--- src/fie_cfg.svh ---
`ifndef FIE_CFG_SVH
`define FIE_CFG_SVH

// Field positions within the control word
`define FIE_CTL_OFLOW_BIT    0
`define FIE_CTL_CONTAIN_BIT  1
`define FIE_CTL_UNREC_BIT    2
`define FIE_CTL_SIGNAL_BIT   3
`define FIE_CTL_LATENT_BIT   4
`define FIE_CTL_POSTP_BIT    5
`define FIE_CTL_CORR_LO      6
`define FIE_CTL_CORR_HI      7
`define FIE_CTL_CRIT_BIT     8
`define FIE_CTL_RESTART_BIT  30
`define FIE_CTL_CDEN_BIT     31

// Default support mask for bits [8:0] and restart support
`define FIE_SUPPORT_MASK     9'h1FF
`define FIE_CE_PERMIT        4'hF
`define FIE_RESTART_SUP      1'b1

// Status corrected-error encodings
`define FIE_STAT_CE_NONSPEC  2'h2
`define FIE_STAT_CE_TRANS    2'h1
`define FIE_STAT_CE_PERSIST  2'h3

// Countdown tick divider (cycles per tick)
`define FIE_TICK_DIV         1

`endif

--- src/fie_pkg.sv ---
package fie_pkg;

    // Injected error class
    typedef enum logic [2:0] {
        FIE_CLS_NONE,
        FIE_CLS_CONTAIN,
        FIE_CLS_UNREC,
        FIE_CLS_SIGNAL,
        FIE_CLS_LATENT,
        FIE_CLS_POSTP,
        FIE_CLS_CORR
    } fie_class_t;

    // Injection report to the recording logic
    typedef struct packed {
        logic       valid;      // One-cycle record pulse
        fie_class_t cls;        // Injected class
        logic [1:0] stat_ce;    // Status corrected-error field
        logic       stat_crit;  // Status critical flag
        logic       stat_oflow; // Status overflow flag
    } fie_inject_t;

    // Software write
    typedef struct packed {
        logic        wr;
        logic [63:0] wdata;
    } fie_wr_t;

endpackage

--- src/fie_top.sv ---
// Function
// RULE1: Critical value copied into recorded status
// RULE2: Corrected type field selects corrected class
// RULE3: Status CE encodings 10, 01, 11
// RULE4: Only advertised corrected encodings accepted
// RULE5: Injection state entered at countdown zero
// RULE6: Unconsumed-access injection fixed: always injected
// RULE7: Postponed enable gates deferred injection
// RULE8: Latent enable gates latent injection
// RULE9: Signaled enable gates recoverable injection
// RULE10: Unrecoverable enable gates unrecoverable injection
// RULE11: Containment enable gates uncontainable injection
// RULE12: Overrun value copied into recorded status
// RULE13: Fields unknown at cold, kept on recovery
// RULE14: Unsupported fields read zero, ignore writes
// RULE15: Counter decrements each tick while enabled
// RULE16: Enable write loads counter from reload
// RULE17: At zero stop or reload per restart
// RULE18: One class per event, fixed priority
`timescale 1ns/1ps
`default_nettype none
`include "fie_cfg.svh"

module fie_top
    import fie_pkg::*;
#(
    parameter logic [8:0] SUPPORT   = `FIE_SUPPORT_MASK,
    parameter logic [3:0] CE_PERMIT = `FIE_CE_PERMIT,
    parameter logic       RST_SUP   = `FIE_RESTART_SUP
) (
    input  wire logic         CLK,
    input  wire logic         RST_N,       // Cold reset
    input  wire logic         ERR_RST_N,   // Error recovery reset
    input  wire fie_pkg::fie_wr_t CTL_WR,  // Control register write
    input  wire logic         RLD_WR,      // Reload value write
    input  wire logic [31:0]  RLD_WDATA,   // Reload value data
    output logic [63:0]       CTL_RDATA,   // Control register read
    output logic [31:0]       RLD_RDATA,   // Reload value read
    output fie_pkg::fie_inject_t INJECT    // Injection report
);
    import fie_pkg::*;

    // All module state in one struct
    typedef struct packed {
        logic [8:0]  fields;     // Low control fields
        logic        restart;    // Restart control
        logic        cden;       // Countdown enable
        logic [31:0] reload;     // Reload value
        logic [63:0] rdata;      // Registered control read
        logic [31:0] rld_rdata;  // Registered reload read
        fie_inject_t inj;        // Registered report
    } fie_st_t;

    fie_st_t    st;          // Current state
    fie_st_t    next_st;     // Next state
    logic       hit;         // Countdown reached zero
    logic       load;        // Counter load strobe
    fie_class_t cls;         // Chosen class
    logic [8:0] wr_fields;   // Filtered written fields
    logic [1:0] wr_ce;       // Written corrected type

    // Counter sees the enable write directly
    assign load = CTL_WR.wr && CTL_WR.wdata[`FIE_CTL_CDEN_BIT];

    fie_counter #(.WIDTH(32)) u_cnt (
        .CLK     (CLK),
        .RST_N   (RST_N),
        .load    (load),
        .enable  (st.cden),
        .restart (st.restart),
        .reload  (st.reload),
        .hit     (hit)
    );

    fie_select u_sel (
        .ctl (st.fields),
        .cls (cls)
    );

    assign CTL_RDATA = st.rdata;
    assign RLD_RDATA = st.rld_rdata;
    assign INJECT    = st.inj;

    // Corrected-type encoding check against advertised set
    function automatic logic ce_ok(input logic [1:0] v);
        ce_ok = CE_PERMIT[v];
    endfunction

    // Status corrected-error encoding for a selection
    function automatic logic [1:0] ce_stat(input logic [1:0] sel);
        case (sel)
            2'h1:    ce_stat = `FIE_STAT_CE_NONSPEC;  // [RULE3]
            2'h2:    ce_stat = `FIE_STAT_CE_TRANS;    // [RULE3]
            2'h3:    ce_stat = `FIE_STAT_CE_PERSIST;  // [RULE3]
            default: ce_stat = 2'h0;
        endcase
    endfunction

    // Write filtering; a refused corrected type keeps the old one
    always_comb begin
        wr_ce = CTL_WR.wdata[`FIE_CTL_CORR_HI:`FIE_CTL_CORR_LO];
        if (!ce_ok(wr_ce)) begin
            wr_ce = st.fields[`FIE_CTL_CORR_HI:`FIE_CTL_CORR_LO]; // [RULE4]
        end
        wr_fields = CTL_WR.wdata[8:0];
        wr_fields[`FIE_CTL_CORR_HI:`FIE_CTL_CORR_LO] = wr_ce;
        wr_fields = wr_fields & SUPPORT;                        // [RULE14]
    end

    // Next-state logic
    always_comb begin
        next_st = st;
        next_st.inj = '0;
        if (CTL_WR.wr) begin
            next_st.fields  = wr_fields;
            next_st.restart = CTL_WR.wdata[`FIE_CTL_RESTART_BIT] & RST_SUP;
            next_st.cden    = CTL_WR.wdata[`FIE_CTL_CDEN_BIT];  // [RULE16]
        end
        if (RLD_WR) begin
            next_st.reload = RLD_WDATA;
        end
        // Injection is spontaneous, no access needed, so never dropped
        if (hit && cls != FIE_CLS_NONE) begin                   // [RULE5] [RULE6]
            next_st.inj.valid = 1'b1;
            next_st.inj.cls   = cls;                            // [RULE18]
            next_st.inj.stat_ce = (cls == FIE_CLS_CORR) ?
                ce_stat(st.fields[`FIE_CTL_CORR_HI:`FIE_CTL_CORR_LO]) : 2'h0;
            next_st.inj.stat_crit  =
                st.fields[`FIE_CTL_CRIT_BIT] & SUPPORT[`FIE_CTL_CRIT_BIT]; // [RULE1]
            next_st.inj.stat_oflow =
                st.fields[`FIE_CTL_OFLOW_BIT] & SUPPORT[`FIE_CTL_OFLOW_BIT]; // [RULE12]
        end
        // Read view: reserved bits zero
        next_st.rdata = 64'h0;
        next_st.rdata[8:0] = next_st.fields & SUPPORT;          // [RULE14]
        next_st.rdata[`FIE_CTL_RESTART_BIT] = next_st.restart;
        next_st.rdata[`FIE_CTL_CDEN_BIT]    = next_st.cden;
        next_st.rld_rdata = next_st.reload;
    end

    // Cold reset clears all state; fields may hold any value then,
    // zero chosen. Recovery reset keeps all.
    always_ff @(posedge CLK or negedge RST_N) begin
        if (!RST_N) begin
            st <= '0;                                           // [RULE13]
        end else begin
            st <= next_st;                                      // [RULE13]
        end
    end

    // Recovery reset has no effect on these fields by design
    logic unused_err_rst;
    assign unused_err_rst = ERR_RST_N;
endmodule

`default_nettype wire

--- src/fie_counter.sv ---
`timescale 1ns/1ps
`default_nettype none
`include "fie_cfg.svh"

module fie_counter #(
    parameter int WIDTH = 32
) (
    input  wire logic             CLK,
    input  wire logic             RST_N,
    input  wire logic             load,     // Load from reload value
    input  wire logic             enable,   // Counting enabled
    input  wire logic             restart,  // Reload at zero
    input  wire logic [WIDTH-1:0] reload,   // Reload value
    output logic                  hit       // Pulse on reaching zero
);
    typedef struct packed {
        logic [WIDTH-1:0] count;
        logic [7:0]       div;
        logic             hit;
    } fie_cnt_st_t;

    fie_cnt_st_t st;       // Current state
    fie_cnt_st_t next_st;  // Next state
    logic        tick;     // Countdown clock tick

    assign hit  = st.hit;
    assign tick = (st.div >= 8'(`FIE_TICK_DIV - 1));

    // Countdown logic
    always_comb begin
        next_st     = st;
        next_st.hit = 1'b0;
        next_st.div = tick ? 8'h00 : st.div + 8'h01;
        if (load) begin
            next_st.count = reload;                    // [RULE16]
            next_st.div   = 8'h00;
        end else if (enable && st.count != '0 && tick) begin
            next_st.count = st.count - WIDTH'(1);      // [RULE15]
            if (st.count == WIDTH'(1)) begin
                next_st.hit = 1'b1;                    // [RULE5]
                if (restart) begin
                    next_st.count = reload;            // [RULE17]
                end
            end
        end
    end

    // State register; count is zero only so that it starts idle
    always_ff @(posedge CLK or negedge RST_N) begin
        if (!RST_N) begin
            st <= '0;
        end else begin
            st <= next_st;
        end
    end
endmodule

`default_nettype wire

--- src/fie_select.sv ---
`timescale 1ns/1ps
`default_nettype none
`include "fie_cfg.svh"

module fie_select
    import fie_pkg::*;
(
    input  wire logic [8:0] ctl,   // Low control fields
    output fie_pkg::fie_class_t cls // Chosen class
);
    import fie_pkg::*;

    // Fixed priority: containment loss highest, corrected lowest
    always_comb begin
        cls = FIE_CLS_NONE;
        if (ctl[`FIE_CTL_CONTAIN_BIT]) begin
            cls = FIE_CLS_CONTAIN;                     // [RULE11] [RULE18]
        end else if (ctl[`FIE_CTL_UNREC_BIT]) begin
            cls = FIE_CLS_UNREC;                       // [RULE10]
        end else if (ctl[`FIE_CTL_SIGNAL_BIT]) begin
            cls = FIE_CLS_SIGNAL;                      // [RULE9]
        end else if (ctl[`FIE_CTL_LATENT_BIT]) begin
            cls = FIE_CLS_LATENT;                      // [RULE8]
        end else if (ctl[`FIE_CTL_POSTP_BIT]) begin
            cls = FIE_CLS_POSTP;                       // [RULE7]
        end else if (ctl[`FIE_CTL_CORR_HI:`FIE_CTL_CORR_LO] != 2'h0) begin
            cls = FIE_CLS_CORR;                        // [RULE2]
        end
    end
endmodule

`default_nettype wire

--- config.mk ---
export PLATFORM = sky130hd
export DESIGN_NAME = fie_top
export DESIGN_NICKNAME = d
export VERILOG_FILES = /design/src/fie_pkg.sv /design/src/fie_top.sv /design/src/fie_counter.sv /design/src/fie_select.sv
export VERILOG_INCLUDE_DIRS = /design/src /design/src/src
export SDC_FILE = /design/constraint.sdc
export NUM_CORES = 1
export LEC_CHECK = 0
export BUFFER_PORTS_ARGS = -buffer_cell sky130_fd_sc_hd__buf_4
export CAP_MARGIN = 20
export CORE_AREA = 2 2 89 126
export CTS_BUF_LIST = sky130_fd_sc_hd__clkbuf_4 sky130_fd_sc_hd__clkbuf_8
export DETAILED_ROUTE_END_ITERATION = 6
export DIE_AREA = 0 0 91 128
export GPL_ROUTABILITY_DRIVEN = 0
export PLACE_DENSITY_LB_ADDON = 0.1
export SLEW_MARGIN = 0
export SYNTH_ARGS = -nofsm -noshare
export SYNTH_HDL_FRONTEND = slang
export SYNTH_SLANG_ARGS = --single-unit
--- constraint.sdc ---
create_clock -name CLK -period 2.8 [get_ports CLK]
set_input_delay 0.42 -clock CLK [delete_from_list [all_inputs] [get_ports CLK]]
set_output_delay 0.42 -clock CLK [all_outputs]
set_load 0.05 [all_outputs]
==> results.md <==
* Layout cell share with drive strength beyond 1 at 33.33%
* Hold Path Class: in -> async
* Hold Buf Count CTS at 0
* Clock Pin Slew Worst Setup and Hold Paths at 0.08 ns
* Kind of critical path: reg -> reg
* R2R cell count at 9
* Least-Margin Pin Slew at 0.7132 ns
* Area Growth Syn to Fin at 21.01%
* Top Layer Used: met4
* Vias per cell at 5.317
* Fin. Hold Viols at 0
* R2R Setup Slk at 0.35 ns
* Antenna Cells at 0
* Max VDD drop at 0.3504 mV
* Worst reg2reg path endpoint: u_cnt.st[15]
* Pins Over Slew Limit at 0
* Initial Utilization at 44.89%
* Buf+Inv Stages, Crit Path at 2
* Yosys top cell area share at 44.23%
* Post-layout util at 54.33%
* Total wire length at 11.42 mm
* Ys async rst share at 100.0%
* First-pass GRT wire length at 18.49 mm
* I/O Buffers at 97
* TritonCTS Buffers at 9
* Tcrit/Tclk final at 87.52%
* Core Rows at 45
* Fin worst setup slack at 0.3494 ns
* GRT Util Overall at 19.91%
* Dominant cells by area after synthesis: dfrtp_1, mux2_2, buf_4
* DRT iter0 DRCs at 177
* Clock insertion delay at the later pin of the skew report at 0.38 ns
* Sequential area share after synthesis at 44.23%
* Die height at 128 µm
* F_max at 408.1 MHz
* Mapped cell area at 4752 µm²
* Routed len/inst at 15.80 µm
* Critical Path Source Type: register
* H-tree levels at 3
* CP startpoint: u_cnt.st[10]
* Post-CTS setup buffers at 0
* R2R Path Start: u_cnt.st[10]
* M1 wire length at 4.886 mm
* Boundary Pins at 205
* Worst setup path end: u_cnt.st[15]
* ANT nets after route at 0
* Distinct cells, synth at 60
* Area of the core at 10,590 µm²
* CP top delay family: compound AO/OA/AOI/OAI gates
* CTS root buffer: clkbuf_8
* FF+latch count, synth at 84
* DR WL met3 at 555 µm
* Setup TNS at 0 ns
* Detailed placement HPWL at 8.302 mm
* Post-layout nets at 680
* Synth warnings at 0
* Max-Cap Viols at 0
* Post-synth EDFFs at 0
* CTS tree: done
* Full die area at 11,650 µm²
* Antenna violations before repair at 0
* Setup violators final at 0
* Top-count cell post-synth: dfrtp_1
* Max FO, Critical Path at 20
* Number of cells on the critical path at 9
* Min Clock Period, post-route at 2.451 ns
* Bufs on Longest Clock Path at 2
* CP max stage delay at 0.52 ns
* Number of gates resized after CTS at 0
* Drt pass-1 iters at 4
* P per Cell Area at 657.4 nW/µm²
* Worst path required time at 3.05 ns
* Critical Path AT at 2.70 ns
* Fillcell total at 980
* Lkg Pwr at 2.582 nW
* Yosys top cell by area: dfrtp_1
* Ys flop type: dfrtp_1
* Worst path slowest cell: a21oi_2
* Status: complete, no violations
* RSZ-0062 raised after global routing: no
* Place WS at 0.3570 ns
* Synth Area per Inst at 10.05 µm²
* Clock sink count at 84
* Die width at 91 µm
* CP endpoint kind: register
* CP Cell Sequence: inv_1 -> ha_1 -> nor4b_1 -> nand4_1 -> nor2_2 -> a21oi_2 -> buf_4 -> a21oi_1 -> o2bb2a_1
* Rel. slew slack at 51.22%
* Vias in the first global route at 3,656
* Vias at 3,844
* Total gr overflow at 0
* Layout Skew at 0.01673 ns
* Power consumption at 3.780 mW
* WL met2 at 5.719 mm
* Pin count of the biggest net entering global routing at 38
* Commonest cells post-synth: dfrtp_1, buf_4, mux2_2
* DR DRC count at 0
* Synth Instances at 473
## registers in the layout, indices dropped and copies added (netlist names)
name	count
CTL_RDATA	3
INJECT	8
RLD_RDATA	32
st	8
u_cnt.hit	1
u_cnt.st	32
## per-layer routing
| layer | track usage, % | vias to the layer above |
|---|---|---|
| met4 | 9.358 | 0 |
| li1 | - | 1829 |
| met1 | 24.68 | 1874 |
| met3 | 3.175 | 16 |
| met5 | 0 | - |
| met2 | 33.99 | 125 |
## report_power, final
group          switching (mW)  total [mW]  internal (mW)
registers               0.248        1.64           1.39
logic                   0.682        1.05          0.366
clock network           0.441        1.09          0.650
total                    1.37        3.78           2.41
## logic make-up (layout without fill, tap and decap cells)
logic type      after synthesis  count (layout)  synth area share, %
simple gates                137             137                17.22
compound gates              103             103                14.01
buf+inv                     103             160                13.82
flops                        84              84                44.23
mux                          43              43                10.11
fa+ha+maj                     2               2               0.5265
other cells                   1              53              0.07891
## cell usage in the layout, fill, tap and decap left out, drive strengths merged, types with 3 or more instances in the layout
cell and n:
conb 53, clkbuf 12, nor3 20, nor4 12, and4 3, and3 3, dfrtp 84, nand2 17
o21ai 36, a22o 4, mux2i 3, a31oi 5, or3 5, o22ai 5, o2bb2ai 3, buf 122
mux2 40, nor2 28, a22oi 10, bufinv 3, inv 22, nand4 18, and2 3, or4 5
a21oi 20, o2bb2a 5, nand3 14
## worst reg2reg max path, cell delays in order (launching register included)
cell and delay, ns:
dfrtp_1 0.39, inv_1 0.08, ha_1 0.22, nor4b_1 0.16, nand4_1 0.12, nor2_2 0.06, a21oi_2 0.52, buf_4 0.38
a21oi_1 0.11, o2bb2a_1 0.29
## worst min-delay path by stage
stage                     start             to  slack, ns  cells past startpoint
after floorplan           RST_N  CTL_RDATA[30]       0.12                      0
after global placement    RST_N   RLD_RDATA[9]       0.43                      1
after detailed placement  RST_N   RLD_RDATA[9]       0.43                      1
after CTS                 RST_N  RLD_RDATA[22]       0.03                      1
after global routing      RST_N  RLD_RDATA[22]       0.05                      1
final                     RST_N   RLD_RDATA[6]       0.02                      1
## area by class of cell
class                      instances  area (µm²)  area share, %
inverter                          22       82.58          1.436
clock buffer                      12       158.9          2.763
clock inverter                     4       95.09          1.654
tap                              141       176.4          3.068
multi-input combinational        338        2195          38.16
sequential                        84        2102          36.55
timing repair buffer             122       940.9          16.36
## metrics by stage
stage	area, µm²	std cells	hold WS, ns
after floorplan	4947	525	0.1244
after global placement	5497	707	0.4251
after detailed placement	5497	707	0.4347
after CTS	5751	723	0.02959
after global routing	5751	723	0.04817
final	5751	723	0.02448
Power figures use the tool's default switching activity.
